`config.mk`:
```
export PLATFORM = sky130hd
export DESIGN_NAME = rtc_seconds_prescaler_regs
export DESIGN_NICKNAME = d
export VERILOG_FILES = /design/src/rtc_pkg.sv /design/src/rtc_seconds_prescaler_regs.sv
export VERILOG_INCLUDE_DIRS = /design/src /design/src/src
export SDC_FILE = /design/constraint.sdc
export NUM_CORES = 1
export LEC_CHECK = 0
export ABC_CLOCK_PERIOD_IN_PS = 6400
export BUFFER_PORTS_ARGS = -buffer_cell sky130_fd_sc_hd__buf_2
export CORE_ASPECT_RATIO = 0.9
export CORE_MARGIN = 3
export CORE_UTILIZATION = 50
export DETAILED_ROUTE_END_ITERATION = 12
export PLACE_DENSITY = 0.68
export SYNTH_ARGS = -nofsm -noshare
export SYNTH_HDL_FRONTEND = slang
export SYNTH_SLANG_ARGS = --single-unit
```
`constraint.sdc`:
```
create_clock -name sys_clk -period 6.4 [get_ports sys_clk]
set_clock_uncertainty 0.1 [all_clocks]
set_input_delay 0.64 -clock sys_clk [delete_from_list [all_inputs] [get_ports sys_clk]]
set_output_delay 0.64 -clock sys_clk [all_outputs]
set_load 0.02 [all_outputs]
```
`src/rtc_consts.svh`:
```
`ifndef RTC_CONSTS_SVH
`define RTC_CONSTS_SVH

// register byte addresses
`define RTC_SECONDS_ADDR     32'h4003d000
`define RTC_PRESCALE_ADDR    32'h4003d004
`define RTC_ALARM_ADDR       32'h4003d008
`define RTC_COMP_ADDR        32'h4003d00c
`define RTC_CONTROL_ADDR     32'h4003d010
`define RTC_STATUS_ADDR      32'h4003d014
`define RTC_LOCK_ADDR        32'h4003d018
`define RTC_IRQEN_ADDR       32'h4003d01c
`define RTC_EVT_STATUS_ADDR  32'h4003d020
`define RTC_EVT_MASK_ADDR    32'h4003d024

// register indices, also the lock bit that guards each of the first eight registers
`define RTC_IDX_SECONDS      4'h0
`define RTC_IDX_PRESCALE     4'h1
`define RTC_IDX_ALARM        4'h2
`define RTC_IDX_COMP         4'h3
`define RTC_IDX_CONTROL      4'h4
`define RTC_IDX_STATUS       4'h5
`define RTC_IDX_LOCK         4'h6
`define RTC_IDX_IRQEN        4'h7
`define RTC_IDX_EVT_STATUS   4'h8
`define RTC_IDX_EVT_MASK     4'h9
`define RTC_IDX_NONE         4'hf

// field positions
`define RTC_ST_INVALID_BIT   0
`define RTC_ST_OVERFLOW_BIT  1
`define RTC_ST_ENABLE_BIT    4
`define RTC_CTL_SUPER_BIT    2
`define RTC_TICK_BIT         14
`define RTC_EVT_SECOND_BIT   0
`define RTC_EVT_OVERFLOW_BIT 1

// reset values
`define RTC_ZERO_RESET       32'h00000000
`define RTC_STATUS_RESET     32'h00000001
`define RTC_LOCK_RESET       32'h000000ff
`define RTC_IRQEN_RESET      32'h00000007

// bus timing
`define RTC_WAIT_STATES      2'd3

`endif

```
`src/rtc_pkg.sv`:
```
package rtc_pkg;
  typedef logic [31:0] rtc_word_type;
  typedef logic [15:0] rtc_prescale_type;
  typedef logic [3:0]  rtc_index_type;
  typedef logic [1:0]  rtc_event_type;
endpackage : rtc_pkg

```
`src/rtc_seconds_prescaler_regs.sv`:
```
// Behaviour
// software writes every register with full 32-bit transfers only.
// every register read or write is stretched by exactly three wait states.
// a user-mode write with the supervisor bit clear ends in an error and changes nothing.
// user-mode reads complete normally and return register contents.
// a write to a locked register completes without error but is dropped.
// while enabled the seconds count ignores writes and ticks only with both flags clear.
// seconds and prescale counts read as zero while either flag is set.
// while disabled the seconds count can be read and written.
// a seconds write while disabled clears both the overflow and invalid flags.
// software should avoid loading zero into the seconds count.
// prescale bits 31..16 are reserved, ignore writes and read zero.
// while enabled the prescale count ignores writes and counts every oscillator cycle.
// while disabled the prescale count can be read and written.
// the seconds count advances when prescale bit 14 falls from one to zero.
// status resets to 0x1, lock to 0xff, irq enables to 0x7, all others to zero.
// the seconds clock is driven out as a 1 Hz square wave.
// the prescale count wraps to zero; enable and flags both come from status.
//
// Design decision made here: the APB interface to the registers.
`timescale 1ns/10ps
`include "rtc_consts.svh"

module rtc_seconds_prescaler_regs (
  input  wire logic                 sys_clk,   // 10 MHz system clock
  input  wire logic                 nrst,      // synchronous reset, active low
  input  wire logic                 oscClk,    // 32.768 kHz oscillator, sampled
  input  wire logic                 psel,      // apb select
  input  wire logic                 penable,   // apb access phase
  input  wire logic                 pwrite,    // apb write
  input  wire logic [2:0]           pprot,     // apb protection, bit 0 privileged
  input  wire rtc_pkg::rtc_word_type paddr,    // apb byte address
  input  wire rtc_pkg::rtc_word_type pwdata,   // apb write data
  output logic                      pready,    // apb ready
  output logic                      pslverr,   // apb error
  output rtc_pkg::rtc_word_type     prdata,    // apb read data
  output logic                      oneHzOut,  // 1 Hz square wave
  output logic                      irq        // level interrupt
);
  import rtc_pkg::*;

  rtc_word_type     secondsCount_ff;
  rtc_prescale_type prescaleCount_ff;
  rtc_word_type     alarmValue_ff;
  rtc_word_type     compValue_ff;
  rtc_word_type     controlWord_ff;
  rtc_word_type     statusWord_ff;
  rtc_word_type     lockWord_ff;
  rtc_word_type     irqEnableWord_ff;
  rtc_event_type    evtStatus_ff;
  rtc_event_type    evtMask_ff;
  logic [1:0]       waitCnt_ff;
  logic             oscPrev_ff;
  logic             oneHz_ff;
  rtc_word_type     prdata_ff;

  rtc_index_type    regIdx;
  rtc_prescale_type nxt_prescale;
  rtc_word_type     readMux;
  rtc_event_type    evtSet;
  logic             access;
  logic             done;
  logic             mapped;
  logic             privErr;
  logic             unlocked;
  logic             wrOk;
  logic             enabled;
  logic             timeBad;
  logic             oscRise;
  logic             tick;
  logic             secStep;
  logic             secWrap;

  // address decode, shared by read and write paths
  function automatic rtc_index_type decode(input rtc_word_type a);
    if (a == `RTC_SECONDS_ADDR) begin
      decode = `RTC_IDX_SECONDS;
    end else if (a == `RTC_PRESCALE_ADDR) begin
      decode = `RTC_IDX_PRESCALE;
    end else if (a == `RTC_ALARM_ADDR) begin
      decode = `RTC_IDX_ALARM;
    end else if (a == `RTC_COMP_ADDR) begin
      decode = `RTC_IDX_COMP;
    end else if (a == `RTC_CONTROL_ADDR) begin
      decode = `RTC_IDX_CONTROL;
    end else if (a == `RTC_STATUS_ADDR) begin
      decode = `RTC_IDX_STATUS;
    end else if (a == `RTC_LOCK_ADDR) begin
      decode = `RTC_IDX_LOCK;
    end else if (a == `RTC_IRQEN_ADDR) begin
      decode = `RTC_IDX_IRQEN;
    end else if (a == `RTC_EVT_STATUS_ADDR) begin
      decode = `RTC_IDX_EVT_STATUS;
    end else if (a == `RTC_EVT_MASK_ADDR) begin
      decode = `RTC_IDX_EVT_MASK;
    end else begin
      decode = `RTC_IDX_NONE;
    end
  endfunction : decode

  assign regIdx   = decode(paddr);
  assign mapped   = (regIdx != `RTC_IDX_NONE);
  assign access   = psel & penable;
  assign done     = access & (waitCnt_ff == `RTC_WAIT_STATES);
  assign privErr  = pwrite & ~pprot[0] & ~controlWord_ff[`RTC_CTL_SUPER_BIT];
  // event registers sit outside the lock word
  assign unlocked = regIdx[3] | lockWord_ff[regIdx[2:0]];
  assign wrOk     = done & pwrite & mapped & ~privErr & unlocked;
  assign pready   = done;
  assign pslverr  = done & (privErr | ~mapped);
  assign prdata   = prdata_ff;

  assign enabled  = statusWord_ff[`RTC_ST_ENABLE_BIT];
  assign timeBad  = statusWord_ff[`RTC_ST_INVALID_BIT] | statusWord_ff[`RTC_ST_OVERFLOW_BIT];
  assign oscRise  = oscClk & ~oscPrev_ff;
  assign nxt_prescale = prescaleCount_ff + 16'h0001;
  // falling edge of bit 14 while counting
  assign tick     = enabled & oscRise & prescaleCount_ff[`RTC_TICK_BIT]
                    & ~nxt_prescale[`RTC_TICK_BIT];
  assign secStep  = tick & ~timeBad;
  assign secWrap  = secStep & (secondsCount_ff == 32'hffffffff);

  assign evtSet[`RTC_EVT_SECOND_BIT]   = secStep;
  assign evtSet[`RTC_EVT_OVERFLOW_BIT] = secWrap;

  always_comb begin
    readMux = `RTC_ZERO_RESET;
    if (regIdx == `RTC_IDX_SECONDS) begin
      readMux = timeBad ? `RTC_ZERO_RESET : secondsCount_ff;
    end else if (regIdx == `RTC_IDX_PRESCALE) begin
      readMux = timeBad ? `RTC_ZERO_RESET : {16'h0000, prescaleCount_ff};
    end else if (regIdx == `RTC_IDX_ALARM) begin
      readMux = alarmValue_ff;
    end else if (regIdx == `RTC_IDX_COMP) begin
      readMux = compValue_ff;
    end else if (regIdx == `RTC_IDX_CONTROL) begin
      readMux = controlWord_ff;
    end else if (regIdx == `RTC_IDX_STATUS) begin
      readMux = statusWord_ff;
    end else if (regIdx == `RTC_IDX_LOCK) begin
      readMux = lockWord_ff;
    end else if (regIdx == `RTC_IDX_IRQEN) begin
      readMux = irqEnableWord_ff;
    end else if (regIdx == `RTC_IDX_EVT_STATUS) begin
      readMux = {30'h00000000, evtStatus_ff};
    end else if (regIdx == `RTC_IDX_EVT_MASK) begin
      readMux = {30'h00000000, evtMask_ff};
    end
  end

  // wait-state counter, restarts with every access phase
  always_ff @(posedge sys_clk) begin
    if (!nrst) begin
      waitCnt_ff <= 2'd0;
    end else if (access && !done) begin
      waitCnt_ff <= waitCnt_ff + 2'd1;
    end else begin
      waitCnt_ff <= 2'd0;
    end
  end

  // read data tracks the mux during the wait states, so it is settled at completion
  always_ff @(posedge sys_clk) begin
    if (!nrst) begin
      prdata_ff <= `RTC_ZERO_RESET;
    end else if (access && !pwrite) begin
      prdata_ff <= readMux;
    end
  end

  always_ff @(posedge sys_clk) begin
    if (!nrst) begin
      oscPrev_ff <= 1'b0;
      oneHz_ff   <= 1'b0;
    end else begin
      oscPrev_ff <= oscClk;
      oneHz_ff   <= prescaleCount_ff[`RTC_TICK_BIT];
    end
  end
  assign oneHzOut = oneHz_ff;

  always_ff @(posedge sys_clk) begin
    if (!nrst) begin
      prescaleCount_ff <= 16'h0000;
    end else if (enabled) begin
      if (oscRise) begin
        prescaleCount_ff <= nxt_prescale;
      end
    end else if (wrOk && regIdx == `RTC_IDX_PRESCALE) begin
      prescaleCount_ff <= pwdata[15:0];
    end
  end

  always_ff @(posedge sys_clk) begin
    if (!nrst) begin
      secondsCount_ff <= `RTC_ZERO_RESET;
    end else if (!enabled && wrOk && regIdx == `RTC_IDX_SECONDS) begin
      secondsCount_ff <= pwdata;
    end else if (secStep) begin
      secondsCount_ff <= secondsCount_ff + 32'h00000001;
    end
  end

  // flags are read-only to software; only the enable bit is writable
  always_ff @(posedge sys_clk) begin
    if (!nrst) begin
      statusWord_ff <= `RTC_STATUS_RESET;
    end else begin
      if (wrOk && regIdx == `RTC_IDX_STATUS) begin
        statusWord_ff[`RTC_ST_ENABLE_BIT] <= pwdata[`RTC_ST_ENABLE_BIT];
      end
      if (!enabled && wrOk && regIdx == `RTC_IDX_SECONDS) begin
        statusWord_ff[`RTC_ST_INVALID_BIT]  <= 1'b0;
        statusWord_ff[`RTC_ST_OVERFLOW_BIT] <= 1'b0;
      end else if (secWrap) begin
        statusWord_ff[`RTC_ST_OVERFLOW_BIT] <= 1'b1;
      end
    end
  end

  always_ff @(posedge sys_clk) begin
    if (!nrst) begin
      alarmValue_ff    <= `RTC_ZERO_RESET;
      compValue_ff     <= `RTC_ZERO_RESET;
      controlWord_ff   <= `RTC_ZERO_RESET;
      irqEnableWord_ff <= `RTC_IRQEN_RESET;
      lockWord_ff      <= `RTC_LOCK_RESET;
    end else if (wrOk) begin
      if (regIdx == `RTC_IDX_ALARM) begin
        alarmValue_ff <= pwdata;
      end
      if (regIdx == `RTC_IDX_COMP) begin
        compValue_ff <= pwdata;
      end
      if (regIdx == `RTC_IDX_CONTROL) begin
        controlWord_ff <= pwdata;
      end
      if (regIdx == `RTC_IDX_IRQEN) begin
        irqEnableWord_ff <= pwdata;
      end
      // lock bits only ever clear; reopening needs a reset
      if (regIdx == `RTC_IDX_LOCK) begin
        lockWord_ff <= lockWord_ff & pwdata;
      end
    end
  end

  // sticky events, write one to clear, a new event wins over the clear
  always_ff @(posedge sys_clk) begin
    if (!nrst) begin
      evtStatus_ff <= 2'b00;
      evtMask_ff   <= 2'b00;
    end else begin
      if (wrOk && regIdx == `RTC_IDX_EVT_STATUS) begin
        evtStatus_ff <= (evtStatus_ff & ~pwdata[1:0]) | evtSet;
      end else begin
        evtStatus_ff <= evtStatus_ff | evtSet;
      end
      if (wrOk && regIdx == `RTC_IDX_EVT_MASK) begin
        evtMask_ff <= pwdata[1:0];
      end
    end
  end

  assign irq = |(evtStatus_ff & evtMask_ff);
endmodule : rtc_seconds_prescaler_regs

```
# Word level (Yosys, flattened, before mapping)
# Cells that the tools add are included.
dict set report word_totals {
  ff_bits 251
  inputBits 73
  out_inout_bits 36
  elab_cells 128
}
dict set report classes {
  n_addsub 3
  n_lt_le_gt_ge 1
  n_eq_ne 23
  mux 30
  bitwise 32
  reduce_logical 23
}
# operator count
set ops {}
lappend ops {{$mux 32} 11}
lappend ops {{$eq 32x31->1 const B} 10}
lappend ops {{$mux 16} 4}
lappend ops {{$add 32x1->32 const B} 1}
lappend ops {{$and 32x32->32} 1}
lappend ops {{$eq 32x32->1 const B} 1}
lappend ops {{$mux 4} 8}
lappend ops {{$add 16x1->16 const B} 1}
lappend ops {{$eq 4x3->1 const B} 4}
lappend ops {{$and 1x1->1} 15}
lappend ops {{$reduce_and 2->1} 7}
lappend ops {{$eq 4x2->1 const B} 2}
lappend ops {{$eq 4x4->1 const B} 2}
lappend ops {{$logic_and 1x1->1} 8}
lappend ops {{$not 1->1} 8}
lappend ops {{$lt 3x6->1 const B} 1}
lappend ops {{$mux 2} 3}
lappend ops {{$mux 3} 2}
lappend ops {{$and 2x2->2} 2}
lappend ops {{$eq 4x1->1 const B} 1}
lappend ops {{$logic_not 4->1} 1}
lappend ops {{$ne 4x4->1 const B} 1}
lappend ops {{$or 2x2->2} 2}
lappend ops {{$reduce_bool 2->1} 2}
lappend ops {{other kinds (9)} 14}

# Depth between registers and ports, before layout
dict set report logic_depth {
  ltp_word 22
  depth_mapped 11
  mapped_depth_nobuf 7
}

# Least setup slack after synthesis
# No wires, ideal clock.
dict set report synth_path {
  path_type {in2out}
  from {input port paddr[7]}
  to {output port pslverr}
  t_arrival_ns 2.434
  required_ns 5.660
  path_slack_ns 3.226
  cell_stages 6
  path_buffers 2
  cell_sequence {or4_1 -> buf_6 -> or3_4 -> buf_6 -> or3_1 -> and2_1}
}
dict set report synth_via {
  elab_chain_len 15
  word_cells_on_any_way 24
  cone_classes {eq/ne: 11; mux: 10; bitwise: 3}
}
# element line_no
set synth_rtl {}
lappend synth_rtl {{start, declared} rtc_seconds_prescaler_regs.sv:32} ;# input wire rtc_pkg::rtc_word_type paddr,
lappend synth_rtl {{$eq 32x31->1 (no source line)} -}
lappend synth_rtl {{$mux 3} rtc_seconds_prescaler_regs.sv:94} ;# end else if (a == `RTC_EVT_MASK_ADDR) begin
lappend synth_rtl {{$mux 3} rtc_seconds_prescaler_regs.sv:92} ;# end else if (a == `RTC_EVT_STATUS_ADDR) begin
lappend synth_rtl {{$mux 4} rtc_seconds_prescaler_regs.sv:90} ;# end else if (a == `RTC_IRQEN_ADDR) begin
lappend synth_rtl {{$mux 4} rtc_seconds_prescaler_regs.sv:88} ;# end else if (a == `RTC_LOCK_ADDR) begin
lappend synth_rtl {{$mux 4} rtc_seconds_prescaler_regs.sv:86} ;# end else if (a == `RTC_STATUS_ADDR) begin
lappend synth_rtl {{$mux 4} rtc_seconds_prescaler_regs.sv:84} ;# end else if (a == `RTC_CONTROL_ADDR) begin
lappend synth_rtl {{$mux 4} rtc_seconds_prescaler_regs.sv:82} ;# end else if (a == `RTC_COMP_ADDR) begin
lappend synth_rtl {{$mux 4} rtc_seconds_prescaler_regs.sv:80} ;# end else if (a == `RTC_ALARM_ADDR) begin
lappend synth_rtl {{$mux 4} rtc_seconds_prescaler_regs.sv:78} ;# end else if (a == `RTC_PRESCALE_ADDR) begin
lappend synth_rtl {{$mux 4 (*)} rtc_seconds_prescaler_regs.sv:76} ;# if (a == `RTC_SECONDS_ADDR) begin
lappend synth_rtl {{$ne 4x4->1 (no source line) (*)} -}
lappend synth_rtl {{$not 1->1 (*)} rtc_seconds_prescaler_regs.sv:110} ;# assign pslverr = done & (privErr | ~mapped);
lappend synth_rtl {{$or 1x1->1 (*)} rtc_seconds_prescaler_regs.sv:110}
lappend synth_rtl {{$and 1x1->1 (*)} rtc_seconds_prescaler_regs.sv:110}
lappend synth_rtl {{end, declared} rtc_seconds_prescaler_regs.sv:35} ;# output logic pslverr,
# Mark *: on every way between the ends. The rest lies on a longest branch, timed or not.

# Worst setup path in the final report
dict set report layout_path {
  from {input port paddr[2]}
  to {register alarmValue_ff[9]}
}
dict set report layout_via {
  elab_chain_len 16
  word_cells_on_any_way 29
  cone_classes {eq/ne: 12; mux: 12; bitwise: 4; reduce/logical: 1}
}
# element line_no
set layout_rtl {}
lappend layout_rtl {{$eq 32x31->1 (no source line)} -}
lappend layout_rtl {{$mux 3} rtc_seconds_prescaler_regs.sv:94}
lappend layout_rtl {{$mux 3} rtc_seconds_prescaler_regs.sv:92}
lappend layout_rtl {{$mux 4} rtc_seconds_prescaler_regs.sv:90}
lappend layout_rtl {{$mux 4} rtc_seconds_prescaler_regs.sv:88}
lappend layout_rtl {{$mux 4} rtc_seconds_prescaler_regs.sv:86}
lappend layout_rtl {{$mux 4} rtc_seconds_prescaler_regs.sv:84}
lappend layout_rtl {{$mux 4} rtc_seconds_prescaler_regs.sv:82}
lappend layout_rtl {{$mux 4} rtc_seconds_prescaler_regs.sv:80}
lappend layout_rtl {{$mux 4} rtc_seconds_prescaler_regs.sv:78}
lappend layout_rtl {{$mux 4 (*)} rtc_seconds_prescaler_regs.sv:76}
lappend layout_rtl {{$bmux 1 s3 or $ne 4x4->1 (tied branches)} -}
lappend layout_rtl {{$mux 1 (not written as such) or $and 1x1->1 (tied branches)} {rtc_seconds_prescaler_regs.sv:107, rtc_seconds_prescaler_regs.sv:108}}
lappend layout_rtl {{$or 1x1->1 or $and 1x1->1 (tied branches)} {rtc_seconds_prescaler_regs.sv:107, rtc_seconds_prescaler_regs.sv:108}}
lappend layout_rtl {{$and 1x1->1} rtc_seconds_prescaler_regs.sv:108} ;# assign wrOk = done & pwrite & mapped & ~privErr & unlocked;
lappend layout_rtl {{$reduce_and 2->1 (no source line) (*)} -}
lappend layout_rtl {{end signal, assigned} rtc_seconds_prescaler_regs.sv:223} ;# alarmValue_ff <= `RTC_ZERO_RESET;
lappend layout_rtl {{end signal, assigned} rtc_seconds_prescaler_regs.sv:230} ;# alarmValue_ff <= pwdata;
lappend layout_rtl {{end, declared} rtc_seconds_prescaler_regs.sv:44} ;# rtc_word_type alarmValue_ff;
# Mark *: on every way between the ends. The rest lies on a longest branch, timed or not. The select of a mux whose other input is x is not followed.
# A chain may end at the register's enable or synchronous reset.

==> results.txt <==
- The worst register-to-register path has a setup slack of 2.68 ns.
- Commonest register cell after synthesis: sky130_fd_sc_hd__dfxtp_1
* Required time at the endpoint of the critical path: roughly 6.7 ns
* Crit path kind: primary input to flop
* Crit end category: flop
* Number of iterations in the first detailed-routing pass: 6
* Relative contribution of the clock network to total power: about half
- After detailed routing, the number of vias per cell comes to between 6 and 7.
- Buffer count from post-CTS setup fixing: 0
- Max Freq: between 0.2 and 0.3 GHz
* Count of placed standard cells including taps: 1766
- Measured against its own limit, the worst slew margin works out to between 10% and 20%.
- Counting the fill cells in the layout gives approximately 2.1k.
- At the end of the flow the core is filled with cells to between 50% and 60%.
- Critical Path Start: paddr[2]
- Routed via count: roughly 11k
* Mapped Cells: 1453
* Aggregate global-route resource usage: 28.4%
* Post-synthesis share of cell area spent on xor and xnor gates: 1.63%
- Number of enable-type register cells in the synthesized netlist: 0
- In this run, post-CTS hold repair placed 0 buffers.
- Internal power comes to between 2 and 3 mW.
- Cell leakage power: just under 5 nW
- The clock net in this run drives a total of roughly 250 sinks.
* Leftover overflow at the end of global routing: 0
* Worst r2r dst: alarmValue_ff[9]
- The count of buffers added on input and output ports is roughly 110.
* Worst-margin pin slew: 1.25 ns
* Die Y: approximately 150 um
- After detailed routing, the wire length on met1 is between 15000 and 20000 um.
- Commonest cells post-synth: sky130_fd_sc_hd__nand2_1 (313), sky130_fd_sc_hd__dfxtp_1 (251), sky130_fd_sc_hd__a21oi_1 (219), sky130_fd_sc_hd__o21ai_0 (85), sky130_fd_sc_hd__clkbuf_1 (81)
- Switching Power: roughly 770 uW
- Area growth from synthesis to layout: 12.9%
- Amount of wire on met2 after detailed routing: 16300 um
- Once detail routing completed, the nets flagged for antenna violations numbered 0.
- Routability cong.: around 0.92
- Highest Signal Layer: met4
- Clock tree from TritonCTS: done
- Count of cell types in the netlist: 73
- Count of final hold-check violations: 0
- Compound-cell area share of the yosys netlist: between 20% and 30%
* Effective utilization at floorplan: ~52%
* Flip-flop and latch count after synthesis: approximately 250
- Max-cap check violation count: 0
* Die X: ~170 um
- At the end of the flow, the number of nets in the layout was about 1.6k.
- Clock latency reported for the late side of the worst-skew pair: about 0.53 ns
* Largest family of logic cells by synthesized area: compound AO/OA/AOI/OAI gates
- H-tree lvl count: 1
* Final routed wirelength across all metal layers: between 30000 and 40000 um
- For this run, the number of Yosys warnings is 0.
- Sequential cells were found to cover a little over two fifths of the synthesized design area.
* Most used standard cell by instance count after synthesis: sky130_fd_sc_hd__nand2_1
- The cell sitting at the root of the clock tree is a sky130_fd_sc_hd__clkbuf_16.
* Mapped Area: roughly 12000 um2
- Clock-pin slew was measured on the worst setup and hold paths at 0.06 ns.
- Setup repair after global routing left no endpoint under its margin.
- Final Max Slew Viols: 0
- Count of placed standard cells in the final layout, fillers left out: between 1.5k and 2k
- Fraction of final layout cells sized beyond drive strength 1: roughly 14%
- The startpoint identified for the worst register-to-register timing path is waitCnt_ff[0].
- Synthesized Nets: around 1.5k
- In this run, the combinational gates consume roughly 4.8% of the power.
- The tightest min-delay check is of the primary input to flop type.
- The region available for standard cell placement spans about 23000 um2.
- 109 I/O pins were placed.
- After Yosys synthesis, and, or, nand and nor cells account for 22.0% of the synthesized area.
- Via count of the first global-routing pass: between 10k and 15k
- Sequential cells burn 46.3% of the power.
- The wire-length estimate of the detail-placed layout is about 25000 um.
- Setup total negative slack on the finished layout was measured at 0 ns.
- Row generation in the floorplan step produced 52 rows.
- Worst setup SP type: primary input
* Synth Area per Inst: 8.12 um2
* Synthesized-area fraction occupied by adder cells: less than 1%
- Post-layout minimum cycle time: 3.89 ns
- The first global-routing pass estimated a little under 60000 um of wire.
- Setup violations remaining at the end of the flow were counted as 0.
- After the first detailed-routing iteration, the DRC count stood at around 1.3k.
- Pin count of the biggest net entering global routing: 95
* Per-cell routed wire length: slightly above 20 um
- Ranked by total cell area, the synthesized netlist is headed by sky130_fd_sc_hd__dfxtp_1 (43%), sky130_fd_sc_hd__nand2_1 (10%), sky130_fd_sc_hd__a21oi_1 (9.3%).
* Arrival @ worst endpoint: approximately 4.2 ns
* Share of cell area taken by muxes after synthesis: about 3.4%
- For this run, design rule violations remaining after detail routing come to 0.
* Wire length on met3: between 3000 and 4000 um
- Outcome: finished clean
- Share of synthesized registers carrying an async set or reset: 0%
* Cts bufs inserted: 27
- Power density relative to cell area: approximately 260 nW/um2
* Tcrit/Tclk final: ~60%
- Cell count of the worst reg-to-reg path: 8
- Following the worst setup path forward leads to its endpoint at alarmValue_ff[9].
- VDD sags by at most approximately 0.23 mV.
- Fraction of post-synthesis cell area in the top cell type by area: a little over two fifths
* Total die area: roughly 25000 um2
- Initial antenna violation count: 1
* Max FO, Critical Path: 34
- Max Root-Sink Buffers: 3
- In this run switching power makes up a little under a quarter of total power.
- The completed layout was analyzed and its total power is 3.41 mW.
- Cts repair resizes: 0
- Leading area contributor after synthesis: sky130_fd_sc_hd__dfxtp_1
per-stage QoR:
stage	hold slack (ns)	worst slack, ns	cell area (um2)
global placement	0.316	2.21	12400
global route	0.256	2.26	13300
finish	0.243	2.51	13300
detailed placement	0.325	2.18	12400
floorplan	0.307	3.23	11800
CTS	0.225	2.73	13300
logic make-up (layout without fill, tap and decap cells):
family | count (synthesis) | count (layout)
simple gates | 528 | 528
compound gates | 463 | 463
fa+ha+maj | 3 | 3
mux | 40 | 40
flops | 251 | 251
buf+inv | 146 | 209
other cells | 0 | 2
xor+xnor | 22 | 22
layout make-up:
| cell class | count | area, um2 | share of cell area [%] |
|---|---|---|---|
| well taps | 297 | 372 | 2.79 |
| multi-input cells | 1056 | 6140 | 46.0 |
| inverters | 28 | 108 | 0.807 |
| flip-flops and latches | 251 | 5020 | 37.7 |
| diodes | 2 | 5.00 | 0.0375 |
| clock inverters | 11 | 164 | 1.23 |
| clock buffers | 36 | 779 | 5.85 |
| repair buffers | 134 | 741 | 5.56 |
per-layer routing:
layer | vias to the layer above | track usage, %
met5 | - | 0
met4 | 0 | 6.42
met3 | 54 | 5.03
met2 | 503 | 42.8
met1 | 5415 | 42.4
li1 | 5318 | -
cell usage in the layout (no fill, tap or decap), types with 9 or more instances in the layout:
cell                        instances
sky130_fd_sc_hd__nand4_1           19
sky130_fd_sc_hd__a21oi_1          219
sky130_fd_sc_hd__nor3_1            16
sky130_fd_sc_hd__or4_1              9
sky130_fd_sc_hd__inv_1             27
sky130_fd_sc_hd__xnor2_1           12
sky130_fd_sc_hd__nand3_1           45
sky130_fd_sc_hd__buf_4             28
sky130_fd_sc_hd__or3_1             11
sky130_fd_sc_hd__o211a_1           24
sky130_fd_sc_hd__o21ai_0           85
sky130_fd_sc_hd__mux2i_1           35
sky130_fd_sc_hd__nor4_1            11
sky130_fd_sc_hd__buf_2            106
sky130_fd_sc_hd__dfxtp_1          251
sky130_fd_sc_hd__a221o_1           16
sky130_fd_sc_hd__a31oi_1           17
sky130_fd_sc_hd__and4_1             9
sky130_fd_sc_hd__a221oi_1          18
sky130_fd_sc_hd__nor2_1            29
sky130_fd_sc_hd__and3_1            10
sky130_fd_sc_hd__xor2_1            10
sky130_fd_sc_hd__nand2_1          313
sky130_fd_sc_hd__a22oi_1           21
sky130_fd_sc_hd__clkbuf_16         27
how the worst min path moves through the flow:
stage,start,to,slack [ns],cells past startpoint
5_1_grt,oscClk,oscPrev_ff,0.26,2
3_5_place_dp,waitCnt_ff[0],waitCnt_ff[0],0.33,1
4_1_cts,oscClk,oscPrev_ff,0.22,2
6_report,oscClk,oscPrev_ff,0.24,2
2_1_floorplan,waitCnt_ff[0],waitCnt_ff[0],0.31,1
3_3_place_gp,waitCnt_ff[0],waitCnt_ff[0],0.32,1
worst max-delay path, cell delays in order:
cell	delay [ns]
sky130_fd_sc_hd__buf_2	0.19
sky130_fd_sc_hd__buf_4	0.33
sky130_fd_sc_hd__inv_1	0.29
sky130_fd_sc_hd__a211oi_1	0.13
sky130_fd_sc_hd__nor3_1	1.00
sky130_fd_sc_hd__nand4_1	0.90
sky130_fd_sc_hd__buf_4	0.49
sky130_fd_sc_hd__nand2_1	0.10
sky130_fd_sc_hd__a21oi_1	0.06
sequential cells by signal, summed over array words and instances, names as in the netlist:
register          flops
alarmValue_ff        32
compValue_ff         32
controlWord_ff       32
irqEnableWord_ff     32
lockWord_ff          32
prdata               32
secondsCount_ff      32
prescaleCount_ff     16
statusWord_ff         3
evtMask_ff            2
evtStatus_ff          2
waitCnt_ff            2
oneHzOut              1
oscPrev_ff            1
power groups by stage:
stage | logic [mW] | registers [mW] | clock network (mW)
6_report | 0.165 | 1.58 | 1.66
5_1_grt | 0.175 | 1.58 | 1.75
4_1_cts | 0.162 | 1.58 | 1.68
3_5_place_dp | 0.161 | 1.61 | 0
3_3_place_gp | 0.160 | 1.61 | 0
2_1_floorplan | 0.0717 | 1.62 | 0
No activity file was read; power rests on OpenSTA's default activity.
